==> src/lock_mon_pkg.sv <==
// constants, register map and carrier types of the link error lock monitor
// assumes an 8-bit register port and a single pixel clock
`default_nettype none
package lock_mon_pkg;

  // register offsets
  localparam logic [7:0] OFS_LINK_ERROR_CONTROL = 8'hb9;
  localparam logic [7:0] OFS_ENCODER_CRC_CONTROL = 8'hba;
  localparam logic [7:0] OFS_ERROR_SOURCE_MASK = 8'hbc;
  localparam logic [7:0] OFS_RESERVED_BD = 8'hbd;
  localparam logic [7:0] OFS_GPIO_PULLDOWN_DISABLE = 8'hbe;
  localparam logic [7:0] OFS_DEBUG_INJECTION_STATUS = 8'hd0;

  // field positions
  localparam int THRESH_LSB = 0;
  localparam int COUNT_EN_BIT = 4;
  localparam int WAIT_MASK_BIT = 5;
  localparam int CRC_DIS_BIT = 7;
  localparam int SELFTEST_BIT = 5;
  localparam int INJ_CONT_BIT = 1;
  localparam int INJ_ONE_BIT = 0;

  // values after reset
  localparam logic [3:0] RST_THRESH = 4'h3;
  localparam logic RST_COUNT_EN = 1'b1;
  localparam logic RST_WAIT_MASK = 1'b1;
  localparam logic [7:0] RST_ENCODER_CRC = 8'h83;
  localparam logic [7:0] RST_RESERVED_BD = 8'h00;
  localparam logic [6:0] RST_PULLDOWN_OFF = 7'h00;
  localparam logic [7:0] RST_DEBUG = 8'h00;
  localparam logic [2:0] RST_SOURCE_MASK = 3'h0;

  // cycles of the wait period after an equalizer filter step
  localparam int FILTER_WAIT_CYCLES = 16;

  localparam int GPIO_COUNT = 7;

  // one pixel-clock sample of the three link error sources
  typedef struct packed {
    logic parity;
    logic clock;
    logic control;
  } link_err_t;

  // register port request
  typedef struct packed {
    logic wr;
    logic rd;
    logic [7:0] addr;
    logic [7:0] wdata;
  } reg_req_t;

endpackage : lock_mon_pkg
`default_nettype wire

==> src/link_error_lock_monitor.sv <==
// forward link error counter, lock decision and debug register file
// assumes error flags and raw lock come from logic on clock_i
// Operation
// - count errors only while count enable set
// - drop lock when count reaches threshold
// - counter disabled, drop lock on first error
// - counter runs on pixel clock
// - parity, clock, control errors are link errors
// - each error source maskable by debug bits
// - optionally ignore errors in filter wait period
// - crc control bit low enables crc check
// - pulldown on unless output mode or disabled
// - report remote self-test, flag mismatch
// - continuous back-channel bit errors while set
// - one bit error into one frame
`timescale 1ns/1ps
`default_nettype none
module link_error_lock_monitor
  import lock_mon_pkg::*;
#(
  parameter int WAIT_CYCLES = lock_mon_pkg::FILTER_WAIT_CYCLES,
  parameter int NUM_GPIO = lock_mon_pkg::GPIO_COUNT
) (
  input wire logic clock_i, // pixel clock, 20 MHz
  input wire logic nrst_i, // synchronous reset, active low
  input wire lock_mon_pkg::reg_req_t req_i, // register strobes, address, data
  output logic [7:0] rdata_o, // read data, cycle after read strobe
  input wire lock_mon_pkg::link_err_t err_i, // per-cycle link error flags
  input wire logic rx_lock_raw_i, // lock circuit says locked
  input wire logic equalizer_filter_step_i, // filter control update pulse
  input wire logic remote_selftest_active_i, // decoded remote self-test flag
  input wire logic local_selftest_pin_i, // local self-test pin, async
  input wire logic frame_start_i, // outgoing back-channel frame start
  input wire logic [NUM_GPIO-1:0] gpio_output_mode_i, // pin driven as output
  output logic lock_o, // receiver lock
  output logic crc_check_en_o, // encoded packet crc check on
  output logic [NUM_GPIO-1:0] pulldown_en_o, // pulldown resistor on
  output logic selftest_mismatch_o, // remote in self-test, local not
  output logic return_bit_flip_o // corrupt one bit of this frame
);

  localparam logic [7:0] WAIT_LOAD = 8'(WAIT_CYCLES);

  // register state
  logic [3:0] error_lock_threshold_q;
  logic count_en_q;
  logic filter_wait_error_mask_q;
  logic [7:0] encoder_crc_control_q;
  logic [2:0] source_mask_q;
  logic [7:0] reserved_bd_q;
  logic [NUM_GPIO-1:0] pin_pulldown_off_q;
  logic [7:0] debug_q;

  // lock and counter state
  logic lock_q;
  logic lock_d;
  logic [3:0] err_cnt_q;
  logic [3:0] err_cnt_d;
  logic [7:0] wait_cnt_q;
  logic [7:0] wait_cnt_d;
  logic [7:0] rdata_d;
  logic local_selftest;
  logic inject_pending;
  logic inject_flip;

  // address decode
  logic hit_ctl;
  logic hit_crc;
  logic hit_mask;
  logic hit_bd;
  logic hit_pd;
  logic hit_dbg;
  assign hit_ctl = (req_i.addr == OFS_LINK_ERROR_CONTROL);
  assign hit_crc = (req_i.addr == OFS_ENCODER_CRC_CONTROL);
  assign hit_mask = (req_i.addr == OFS_ERROR_SOURCE_MASK);
  assign hit_bd = (req_i.addr == OFS_RESERVED_BD);
  assign hit_pd = (req_i.addr == OFS_GPIO_PULLDOWN_DISABLE);
  assign hit_dbg = (req_i.addr == OFS_DEBUG_INJECTION_STATUS);

  // write enables
  logic we_ctl;
  logic we_crc;
  logic we_mask;
  logic we_bd;
  logic we_pd;
  logic we_dbg;
  assign we_ctl = req_i.wr & hit_ctl;
  assign we_crc = req_i.wr & hit_crc;
  assign we_mask = req_i.wr & hit_mask;
  assign we_bd = req_i.wr & hit_bd;
  assign we_pd = req_i.wr & hit_pd;
  assign we_dbg = req_i.wr & hit_dbg;

  // one-shot request only on a written zero-to-one edge of the bit
  logic one_rise;
  assign one_rise = we_dbg & req_i.wdata[INJ_ONE_BIT] & ~debug_q[INJ_ONE_BIT];

  // read views; unused bits and unmapped addresses read zero; the reserved register reads back
  logic [7:0] view_ctl;
  logic [7:0] view_pd;
  logic [7:0] view_dbg;
  assign view_ctl = {2'h0, filter_wait_error_mask_q, count_en_q, error_lock_threshold_q};
  assign view_pd = {{(8 - NUM_GPIO){1'b0}}, pin_pulldown_off_q};
  // remote flag is live, never stored by a write
  assign view_dbg = {debug_q[7:6], remote_selftest_active_i, debug_q[4:0]};

  assign rdata_d = !req_i.rd ? 8'h00 :
                   hit_ctl ? view_ctl :
                   hit_crc ? encoder_crc_control_q :
                   hit_mask ? {5'h00, source_mask_q} :
                   hit_bd ? reserved_bd_q :
                   hit_pd ? view_pd :
                   hit_dbg ? view_dbg : 8'h00;

  // qualified error: each source gated by its own debug mask
  logic [2:0] err_vec;
  logic raw_err;
  logic wait_active;
  logic counted_err;
  assign err_vec = {err_i.parity, err_i.clock, err_i.control} & ~source_mask_q;
  assign raw_err = |err_vec;
  assign wait_active = (wait_cnt_q != 8'h00);
  // errors in the filter wait period only drop lock when the mask is off
  assign counted_err = raw_err & ~(wait_active & filter_wait_error_mask_q);

  // threshold compare on the count the error would produce
  logic [4:0] cnt_next;
  logic reach;
  assign cnt_next = {1'b0, err_cnt_q} + 5'h01;
  // a threshold of zero behaves as one: lock falls on the first error
  assign reach = (cnt_next >= {1'b0, error_lock_threshold_q});

  // next lock state and counter
  always_comb
  begin
    lock_d = lock_q;
    err_cnt_d = err_cnt_q;
    if (!rx_lock_raw_i)
    begin
      lock_d = 1'b0;
      err_cnt_d = 4'h0;
    end
    else if (!lock_q)
    begin
      lock_d = 1'b1;
      err_cnt_d = 4'h0;
    end
    else if (counted_err)
    begin
      if (!count_en_q)
      begin
        lock_d = 1'b0;
      end
      else if (reach)
      begin
        lock_d = 1'b0;
        err_cnt_d = 4'h0;
      end
      else
      begin
        err_cnt_d = cnt_next[3:0];
      end
    end
    if (!count_en_q)
    begin
      err_cnt_d = 4'h0;
    end
  end

  // filter wait window restarts on every filter step
  assign wait_cnt_d = equalizer_filter_step_i ? WAIT_LOAD :
                      wait_active ? wait_cnt_q - 8'h01 : 8'h00;

  // lock and counter flops on the pixel clock
  always_ff @(posedge clock_i)
  begin
    if (!nrst_i)
    begin
      lock_q <= 1'b0;
      err_cnt_q <= 4'h0;
      wait_cnt_q <= 8'h00;
    end
    else
    begin
      lock_q <= lock_d;
      err_cnt_q <= err_cnt_d;
      wait_cnt_q <= wait_cnt_d;
    end
  end

  // link error control, crc control and source mask registers
  always_ff @(posedge clock_i)
  begin
    if (!nrst_i)
    begin
      error_lock_threshold_q <= RST_THRESH;
      count_en_q <= RST_COUNT_EN;
      filter_wait_error_mask_q <= RST_WAIT_MASK;
      encoder_crc_control_q <= RST_ENCODER_CRC;
      source_mask_q <= RST_SOURCE_MASK;
    end
    else
    begin
      if (we_ctl)
      begin
        error_lock_threshold_q <= req_i.wdata[THRESH_LSB +: 4];
        count_en_q <= req_i.wdata[COUNT_EN_BIT];
        filter_wait_error_mask_q <= req_i.wdata[WAIT_MASK_BIT];
      end
      if (we_crc)
      begin
        encoder_crc_control_q <= req_i.wdata;
      end
      if (we_mask)
      begin
        source_mask_q <= req_i.wdata[2:0];
      end
    end
  end

  // spare, pulldown and debug registers
  always_ff @(posedge clock_i)
  begin
    if (!nrst_i)
    begin
      reserved_bd_q <= RST_RESERVED_BD;
      pin_pulldown_off_q <= RST_PULLDOWN_OFF[NUM_GPIO-1:0];
      debug_q <= RST_DEBUG;
    end
    else
    begin
      if (we_bd)
      begin
        reserved_bd_q <= req_i.wdata;
      end
      if (we_pd)
      begin
        pin_pulldown_off_q <= req_i.wdata[NUM_GPIO-1:0];
      end
      if (we_dbg)
      begin
        debug_q <= req_i.wdata;
      end
    end
  end

  // registered outputs
  always_ff @(posedge clock_i)
  begin
    if (!nrst_i)
    begin
      rdata_o <= 8'h00;
      lock_o <= 1'b0;
      crc_check_en_o <= 1'b0;
      pulldown_en_o <= '0;
      selftest_mismatch_o <= 1'b0;
    end
    else
    begin
      rdata_o <= rdata_d;
      lock_o <= lock_d;
      crc_check_en_o <= ~encoder_crc_control_q[CRC_DIS_BIT];
      pulldown_en_o <= ~gpio_output_mode_i & ~pin_pulldown_off_q;
      selftest_mismatch_o <= remote_selftest_active_i & ~local_selftest;
    end
  end

  // local self-test state arrives on a pin
  pin_sync3 u_selftest_sync (
    .clock_i(clock_i),
    .nrst_i(nrst_i),
    .pin_i(local_selftest_pin_i),
    .level_o(local_selftest)
  );

  // back-channel error injection
  return_err_inject u_inject (
    .clock_i(clock_i),
    .nrst_i(nrst_i),
    .frame_start_i(frame_start_i),
    .continuous_i(debug_q[INJ_CONT_BIT]),
    .one_rise_i(one_rise),
    .flip_o(inject_flip),
    .pending_o(inject_pending)
  );
  assign return_bit_flip_o = inject_flip;
endmodule : link_error_lock_monitor
`default_nettype wire

==> src/pin_sync3.sv <==
// three-flop synchroniser for an asynchronous pin level
// assumes the pin may change at any time relative to clock_i
`timescale 1ns/1ps
`default_nettype none
module pin_sync3 (
  input wire logic clock_i, // pixel clock
  input wire logic nrst_i, // synchronous reset, active low
  input wire logic pin_i, // raw asynchronous level
  output logic level_o // filtered level
);

  logic s1_q;
  logic s2_q;
  logic s3_q;
  logic agree;

  // a change is accepted once the second and third stages agree
  assign agree = (s2_q == s3_q);

  // chain; first stage feeds only the second
  always_ff @(posedge clock_i)
  begin
    if (!nrst_i)
    begin
      s1_q <= 1'b0;
      s2_q <= 1'b0;
      s3_q <= 1'b0;
      level_o <= 1'b0;
    end
    else
    begin
      s1_q <= pin_i;
      s2_q <= s1_q;
      s3_q <= s2_q;
      if (agree)
      begin
        level_o <= s3_q;
      end
    end
  end

endmodule : pin_sync3
`default_nettype wire

==> src/return_err_inject.sv <==
// back-channel frame bit-error injector
// assumes frame_start_i is a one-cycle pulse per outgoing frame
`timescale 1ns/1ps
`default_nettype none
module return_err_inject (
  input wire logic clock_i, // pixel clock
  input wire logic nrst_i, // synchronous reset, active low
  input wire logic frame_start_i, // start of an outgoing frame
  input wire logic continuous_i, // corrupt every frame
  input wire logic one_rise_i, // request for one corrupt frame
  output logic flip_o, // flip one bit of this frame
  output logic pending_o // one-shot request still waiting
);

  logic fire_one;

  assign fire_one = pending_o & frame_start_i;

  // request arriving while an old one is spent still stands
  always_ff @(posedge clock_i)
  begin
    if (!nrst_i)
    begin
      pending_o <= 1'b0;
      flip_o <= 1'b0;
    end
    else
    begin
      if (one_rise_i)
      begin
        pending_o <= 1'b1;
      end
      else if (fire_one)
      begin
        pending_o <= 1'b0;
      end
      flip_o <= frame_start_i & (continuous_i | pending_o);
    end
  end

endmodule : return_err_inject
`default_nettype wire

==> config.mk <==
export PLATFORM = sky130hd
export DESIGN_NAME = link_error_lock_monitor
export DESIGN_NICKNAME = d
export VERILOG_FILES = /design/src/lock_mon_pkg.sv /design/src/link_error_lock_monitor.sv /design/src/pin_sync3.sv /design/src/return_err_inject.sv
export SDC_FILE = /design/constraint.sdc
export NUM_CORES = 1
export LEC_CHECK = 0
export BUFFER_PORTS_ARGS = -buffer_cell sky130_fd_sc_hd__buf_4
export CORE_ASPECT_RATIO = 2
export CORE_MARGIN = 5
export CORE_UTILIZATION = 55
export CTS_BUF_LIST = sky130_fd_sc_hd__clkbuf_8
export CTS_CLUSTER_DIAMETER = 60
export DETAILED_ROUTE_END_ITERATION = 8
export PLACE_DENSITY_LB_ADDON = 0.2
export SLEW_MARGIN = 10
export SYNTH_ARGS = -nofsm -noshare
export SYNTH_HDL_FRONTEND = slang
export SYNTH_SLANG_ARGS = --single-unit
==> constraint.sdc <==
create_clock -name clock_i -period 2.1 [get_ports clock_i]
set_input_delay 0.42 -clock clock_i [delete_from_list [all_inputs] [get_ports clock_i]]
set_output_delay 0.42 -clock clock_i [all_outputs]
set_load 0.02 [all_outputs]
# Word level (Yosys, flattened, before mapping)
# Cells that the tools add are included.
# op_classes
bitwise_logic,26
muxes,15
reduce_logical,8
multipliers,0
n_eq_ne,7
addsub,2
magnitude_cmp,1
n_shift,0
n_div,0
# ops
op,n
$eq 8x8->1 const B,6
$mux 8,5
$not 7->7,2
$and 1x1->1,13
$mux 5,2
$reduce_or 3->1,3
$reduce_bool 8->1,1
$sub 8x1->8 const B,1
$and 7x7->7,1
$not 1->1,7
$mux 1,6
$mux 6,1
$add 4x1->5 const B,1
$ge 5x4->1,1
$mux 4,1
$reduce_and 2->1,2
$reduce_and 4->1,1
$and 3x3->3,1
$not 3->3,1
$reduce_bool 2->1,1
$eq 1x1->1,1
$or 1x1->1,1
# word_totals
out_inout_bits,19
elab_cells,82
latch_bits,0
ram_bits,0
memories,0
rom_bits,0
register_bits,76
inputBits,35

# Depth between registers and ports, before layout
# Gate-level depths: netlist of the first run.
# logic_depth
depth_word,7
mapped_depth,8
ltp_nobuf,8

# Hierarchy
# From an unflattened synthesis of the first run, not the netlist that was laid out.
# hier_totals
hier_cells,364
area_unflattened_um2,3362.0
# modules_own_cells
module,cells_per_inst,n_inst,seq_area_each_um2,area_each_um2
link_error_lock_monitor,349,1,1381.3,3181.8
pin_sync3,10,1,80.1,116.4
return_err_inject,5,1,40.0,63.8

# Worst setup path after synthesis of the first run
# No wires, ideal clock.
# synth_path
path_type,reg2reg
from,register err_cnt_q[0]
to,register err_cnt_q[0]
path_stages_with_launch,7
synth_period_minus_slack_ps,1878
setup_slack_ps,222
setup_time_ps,87
required_ps,2013
arrival_time_ps,1791
n_path_buf,0
path_cell_list,dfxtp_1 > ha_1 > ha_1 > a2111oi_0 > o21a_1 > nand2_1 > o31ai_1
# synth_via
elab_chain_len,3
# synth_lines
item,line,rtl
from (decl),link_error_lock_monitor.sv:57,logic [3:0] err_cnt_q;
from (signal assigned),link_error_lock_monitor.sv:186,err_cnt_q <= err_cnt_d;
$add 4x1->5 (*),link_error_lock_monitor.sv:129,"assign cnt_next = {1'b0, err_cnt_q} + 5'h01;"
$ge 5x4->1,link_error_lock_monitor.sv:131,"assign reach = (cnt_next >= {1'b0, error_lock_threshold_q});"
$mux 4 (*),link_error_lock_monitor.sv:154,else if (reach)
# Mark *: on every way between the ends. The rest lies on a longest branch, timed or not.
# A chain may end at the register's enable or synchronous reset.

# Worst setup path after layout of the first run
# Same ends and word-level chain as after synthesis.

==> flow_metrics.env, run 1 <==
export IMPL_gp_congestion=1.02
export IMPL_clock_skew_ns=0.00684
export IMPL_dp_hpwl_um=6750
export IMPL_synthAdderAreaFrac_pct=2.56
export IMPL_root_buffer="clkbuf_8"
export IMPL_clock_latency_ns=0.35
export IMPL_final_setup_viol_count=0
export IMPL_cts_setup_buffers=0
export IMPL_path_max_fanout=5
export IMPL_synth_top_family_by_area="simple AND/OR/NAND/NOR gates"
export IMPL_dr_pass1_iters=4
export IMPL_synthDistinctLibCells=52
export IMPL_num_antenna_cells=0
export IMPL_ant_nets=0
export IMPL_final_util_pct=68.8
export IMPL_syn_area_um2=3420
export IMPL_drive_above_1_share_pct=22.7
export IMPL_routedWlPerCell_um=16.6
export IMPL_syn_nets=430
export IMPL_vias_per_cell=5.54
export IMPL_yosys_area_share_simple_pct=26.0
export IMPL_grt_pass1_wl_um=14500
export IMPL_row_count=40
export IMPL_required_ns=2.35
export IMPL_seq_area_frac_synth_pct=43.8
export IMPL_synthFlopType="dfxtp_1"
export IMPL_power_mw=3.34
export IMPL_cp_end_kind="flip-flop"
export IMPL_grt_max_degree=35
export IMPL_ctsLongestPathBuffers=2
export IMPL_p_per_area_nw_per_um2=801
export IMPL_core_area_um2=6060
export IMPL_power_leakage_nw=1.67
export IMPL_rsz0062_at_grt="false"
export IMPL_antenna_found_initial=0
export IMPL_wl_um=8840
export IMPL_route_vias_total=2957
export IMPL_die_x_um=65.8
export IMPL_cts_hold_fix_buffers=0
export IMPL_cts_tree="done"
export IMPL_status="finished, final reports clean"
export IMPL_async_flop_share_pct=0
export IMPL_fmax_mhz=505
export IMPL_grt_ovfl_total=0
export IMPL_die_area_um2=8000
export IMPL_min_period_ns=1.98
export IMPL_synthToLayoutAreaGrowth_pct=21.7
export IMPL_hp_class="in2reg"
export IMPL_grt_usage_pct=24.2
export IMPL_first_global_vias=2993
export IMPL_cts_htree_levels=3
export IMPL_portBuffers=53
export IMPL_slew_viol_final=0
export IMPL_synth_compound_area_share_pct=18.7
export IMPL_muxShareOfSynthArea_pct=2.05
export IMPL_ios=54
export IMPL_hold_viol=0
export IMPL_drv_cap=0
export IMPL_synth_seq_cells=75
export IMPL_setup_worst_path_class="reg2reg"
export IMPL_worstMarginPinSlew_ns=0.418
export IMPL_drt_first_iter_violations=115
export IMPL_ir_drop_v=0.000635
export IMPL_period_share_pct=94.3
export IMPL_die_h_um=122
export IMPL_yosysWarnings=0
export IMPL_cts_sinks=75
export IMPL_start_kind="flip-flop"
export IMPL_hold_slack_ns=0.218
export IMPL_final_nets=487
export IMPL_syn_inst=388
export IMPL_fin_setup_tns_ns=0
export IMPL_avgSynthCellArea_um2=8.83
export IMPL_arrival_ns=2.23
export IMPL_start_util_pct=56.5
export IMPL_clk_pin_slew_ns=0.08
export IMPL_cts_buffers=9
export IMPL_synthXorXnorAreaFrac_pct=2.30
export IMPL_synth_edf_count=0
export IMPL_slew_headroom_pct=72.0
export IMPL_remaining_drc_errors=0
## where the power goes
group | internal [mW] | leakage (nW) | switching [mW]
logic | 0.260 | 0.946 | 0.298
registers | 1.48 | 0.610 | 0.0616
clock network | 0.727 | 0.117 | 0.511
## cell usage after synthesis (2+ instances only)
| master | number | share of area (%) |
|---|---|---|
| a21boi_2 | 7 | 2.3 |
| a221oi_1 | 10 | 2.6 |
| a21oi_1 | 5 | 0.73 |
| o21ai_0 | 11 | 1.6 |
| mux2i_1 | 7 | 2.0 |
| nor2b_1 | 9 | 1.6 |
| nand3_1 | 22 | 3.2 |
| buf_4 | 3 | 0.66 |
| a22oi_1 | 6 | 1.3 |
| ha_1 | 7 | 2.6 |
| a21boi_0 | 12 | 2.6 |
| a21boi_1 | 9 | 2.0 |
| xor2_1 | 3 | 0.77 |
| nand4_1 | 2 | 0.37 |
| nor3b_1 | 9 | 2.0 |
| xnor2_1 | 6 | 1.5 |
| o22ai_1 | 9 | 1.6 |
| dfxtp_1 | 75 | 44 |
| buf_1 | 2 | 0.22 |
| a2bb2oi_1 | 3 | 0.77 |
| nor2_1 | 27 | 3.0 |
| buf_6 | 4 | 1.3 |
| nand2_1 | 82 | 9.0 |
| and2_1 | 7 | 1.3 |
| clkbuf_1 | 10 | 1.1 |
| inv_1 | 9 | 0.99 |
| nand3b_1 | 2 | 0.44 |
| buf_2 | 2 | 0.29 |
| o21a_1 | 4 | 0.88 |
| nor3_1 | 2 | 0.29 |
## final timing paths
check	cells after the start	to	slack, ns	from
worst max-delay path	6	err_cnt_q[0]$_SDFFE_PN0P_	0.12	err_cnt_q[0]$_SDFFE_PN0P_
worst min-delay path	2	pulldown_en_o[5]$_SDFF_PN0_	0.22	gpio_output_mode_i[5]
worst max register to register	6	err_cnt_q[0]$_SDFFE_PN0P_	0.12	err_cnt_q[0]$_SDFFE_PN0P_
worst min register to register	1	u_selftest_sync.s2_q$_SDFF_PN0_	0.44	u_selftest_sync.s1_q$_SDFF_PN0_
## stage by stage
stage / setup WS, ns / cell area, µm² / instances
floorplan: 0.222 / 3420 / 388
global placement: 0.0765 / 3910 / 518
detailed placement: -0.0411 / 3910 / 518
CTS: 0.0461 / 4140 / 534
global route: 0.0293 / 4170 / 534
finish: 0.120 / 4170 / 534
## logic make-up (layout without fill, tap and decap cells)
family | Yosys count | after routing
AO/OA/AOI/OAI | 85 | 85
buffers and inverters | 30 | 92
flip-flops | 75 | 75
XOR/XNOR | 9 | 9
AND/OR/NAND/NOR | 175 | 175
multiplexers | 7 | 7
adder cells (fa/ha/maj) | 7 | 7
## placed cells by master (no fill, tap or decap), types with 9 or more instances in the layout
cell type / n
a221oi_1: 10
nand2_1: 82
buf_4: 67
nor2b_1: 9
dfxtp_1: 73
a21boi_0: 12
o22ai_1: 9
a21boi_1: 9
inv_1: 10
clkbuf_8: 11
nand3_1: 22
nor2_1: 27
o21ai_0: 11
nor3b_1: 9
## per-layer routing
metal  up-vias  share of wire [%]  wire length (µm)  global-route usage (%)
met5         -                  0                 0                       0
met4         0                4.1               360                    13.4
met3        24                4.1               364                    5.81
met2        81                 56              4910                    43.8
met1      1395                 36              3210                    24.6
li1       1457                  -                 -                       -
## critical path, cell delays in order (launching register included)
cell and delay, ns:
dfxtp_2 0.39, ha_2 0.30, ha_1 0.33, a2111oi_4 0.33, o21a_1 0.20, nand2_1 0.09, o31ai_1 0.23
## repair_timing
action,in CTS,in global routing
hold endpoints to repair,0,0
setup endpoints to repair,2,5
resized for setup,2,5
## registers in the layout, summed over array words and instances (netlist names)
signal	flops
u_selftest_sync.s2_q	1
wait_cnt_q	8
u_inject.flip_o	1
pin_pulldown_off_q	7
pulldown_en_o	7
u_selftest_sync.s1_q	1
u_selftest_sync.s3_q	1
err_cnt_q	4
source_mask_q	3
count_en_q	1
u_inject.pending_o	1
selftest_mismatch_o	1
filter_wait_error_mask_q	1
crc_check_en_o	1
reserved_bd_q	8
error_lock_threshold_q	4
encoder_crc_control_q	8
rdata_o	8
debug_q	7
u_selftest_sync.level_o	1
lock_o	1
## final cells by class
type,instances,area (µm²)
Multi-Input combinational cell,283,1800
Inverter,9,33.8
Fill cell,541,1890
Sequential cell,75,1500
Timing Repair Buffer,67,503
Tap cell,84,105
Clock inverter,5,76.3
Clock buffer,11,151
Note: power is estimated with default switching activity, not from simulation.
==> inputs of run 2 (changes only) <==
Settings changed: PLACE_DENSITY from default to 0.81, PLACE_DENSITY_LB_ADDON 0.2 to default.
==> flow_metrics.env, run 2 (synthesized netlist as in run 1, its figures left out) <==
export IMPL_status="finished, final reports clean"
export IMPL_stdcell_area_um2=4090
export IMPL_die_x_um=65.8
export IMPL_clock_skew_ns=0.00676
export IMPL_clk_pin_slew_ns=0.07
export IMPL_final_nets=484
export IMPL_arrival_ns=2.23
export IMPL_core_area_um2=6060
export IMPL_dr_pass1_iters=7
export IMPL_cts_sinks=75
export IMPL_routedWlPerCell_um=16.3
export IMPL_wl_um=8640
export IMPL_critical_path_slowest_cell="dfxtp_1"
export IMPL_num_antenna_cells=0
export IMPL_ctsLongestPathBuffers=2
export IMPL_gp_congestion=0.947
export IMPL_setup_worst_path_class="reg2reg"
export IMPL_min_to="pulldown_en_o[3]$_SDFF_PN0_"
export IMPL_grt_max_degree=39
export IMPL_multiInputGateArea_um2=1770
export IMPL_portBuffers=53
export IMPL_grt_ovfl_total=0
export IMPL_cts_htree_levels=3
export IMPL_dpl_cell_area_um2=3890
export IMPL_path_max_fanout=5
export IMPL_mostFrequentLayoutCell="nand2_1"
export IMPL_synthToLayoutAreaGrowth_pct=19.4
export IMPL_slew_viol_final=0
export IMPL_final_util_pct=67.5
export IMPL_fmax_mhz=512
export IMPL_remaining_drc_errors=0
export IMPL_vias_per_cell=5.61
export IMPL_drive_above_1_share_pct=20.9
export IMPL_fin_setup_tns_ns=0
export IMPL_start_util_pct=56.5
export IMPL_r2r_end="err_cnt_q[2]$_SDFFE_PN0P_"
export IMPL_worstMarginPinSlew_ns=0.467
export IMPL_power_leakage_nw=1.65
export IMPL_p_per_area_nw_per_um2=779
export IMPL_ir_drop_v=0.000631
export IMPL_required_ns=2.37
export IMPL_route_vias_total=2974
export IMPL_min_period_ns=1.95
export IMPL_hold_viol=0
export IMPL_antenna_found_initial=0
export IMPL_first_global_vias=2963
export IMPL_slowest_delay_ns=0.43
export IMPL_slew_headroom_pct=68.8
export IMPL_hp_class="in2reg"
export IMPL_ant_nets=0
export IMPL_worstHoldStart="gpio_output_mode_i[3]"
export IMPL_root_buffer="clkbuf_8"
export IMPL_ios=54
export IMPL_row_count=40
export IMPL_fillers=527
export IMPL_layout_cells_non_filler=530
export IMPL_grt_usage_pct=22.8
export IMPL_drt_first_iter_violations=208
export IMPL_cts_tree="done"
export IMPL_regArea_um2=1500
export IMPL_period_share_pct=93.0
export IMPL_worstRegToRegCells=8
export IMPL_drv_cap=0
export IMPL_grt_pass1_wl_um=13800
export IMPL_holdPathStages=2
export IMPL_cts_buffers=9
export IMPL_dp_cells=515
export IMPL_die_h_um=122
export IMPL_dp_hpwl_um=6500
export IMPL_hold_slack_ns=0.219
export IMPL_crit_chain="ha_1 -> xor2_1 -> ha_1 -> o21a_1 -> nor2_1 -> nor2_1 -> nand4bb_1 -> o22ai_1"
export IMPL_final_setup_viol_count=0
export IMPL_rr_startpoint="err_cnt_q[0]$_SDFFE_PN0P_"
export IMPL_rsz0062_at_grt="false"
export IMPL_cp_end_kind="flip-flop"
export IMPL_final_cell_mix="nand2_1, dfxtp_1, buf_4"
export IMPL_r2r_setup_slack_ns=0.15
export IMPL_start_kind="flip-flop"
export IMPL_cts_hold_fix_buffers=0
export IMPL_die_area_um2=8000
export IMPL_clock_latency_ns=0.35
-- run 2: per-layer routing --
layer  vias up  wire [µm]  GRT usage [%]
li1       1454          -              -
met1      1379       3050           22.2
met2       113       4780           41.7
met3        28        472           5.07
met4         0        337           14.4
met5         -          0              0
-- run 2: critical path: cells and delay by family (launching register included) --
kind                     cells  cell delay [ns]
XOR/XNOR                     1             0.20
AO/OA/AOI/OAI                2             0.35
adder cells (fa/ha/maj)      2             0.51
flip-flops                   1             0.43
AND/OR/NAND/NOR              3             0.40
-- run 2: layout make-up --
| type | instances | area share [%] |
|---|---|---|
| repair buffers | 64 | 11.8 |
| clock buffers | 11 | 3.70 |
| well taps | 84 | 2.57 |
| clock inverters | 4 | 1.04 |
| multi-input cells | 283 | 43.4 |
| flip-flops and latches | 75 | 36.7 |
| inverters | 9 | 0.826 |
-- run 2: how the worst max path moves through the flow --
stage / cells past startpoint / endpoint / slack, ns / start
6_report: 8 / err_cnt_q[2]$_SDFFE_PN0P_ / 0.15 / err_cnt_q[0]$_SDFFE_PN0P_
5_1_grt: 6 / err_cnt_q[0]$_SDFFE_PN0P_ / 0.02 / err_cnt_q[0]$_SDFFE_PN0P_
4_1_cts: 6 / err_cnt_q[0]$_SDFFE_PN0P_ / 0.006 / err_cnt_q[0]$_SDFFE_PN0P_
3_5_place_dp: 6 / err_cnt_q[0]$_SDFFE_PN0P_ / 0.03 / err_cnt_q[0]$_SDFFE_PN0P_
3_3_place_gp: 6 / err_cnt_q[0]$_SDFFE_PN0P_ / 0.09 / err_cnt_q[0]$_SDFFE_PN0P_
2_1_floorplan: 6 / err_cnt_q[0]$_SDFFE_PN0P_ / 0.22 / err_cnt_q[0]$_SDFFE_PN0P_
-- run 2: power breakdown --
group | total (mW) | switching [mW] | leakage [nW] | internal (mW)
logic | 0.554 | 0.297 | 0.931 | 0.257
registers | 1.54 | 0.0602 | 0.609 | 1.48
clock network | 1.09 | 0.491 | 0.108 | 0.597
total | 3.18 | 0.848 | 1.65 | 2.34
-- run 2: what timing repair did --
action / CTS / global route
gates resized for setup: 0 / 2
endpoints found under the hold margin: 0 / 0
setup buffers: 0 / 0
endpoints found under the setup margin: 0 / 5
-- run 2: metrics by stage --
step	power, mW	setup WS, ns
after floorplan	1.96	0.222
after global placement	2.11	0.0867
after detailed placement	2.13	0.0316
after CTS	3.21	0.00633
after global routing	3.33	0.0237
final	3.18	0.148
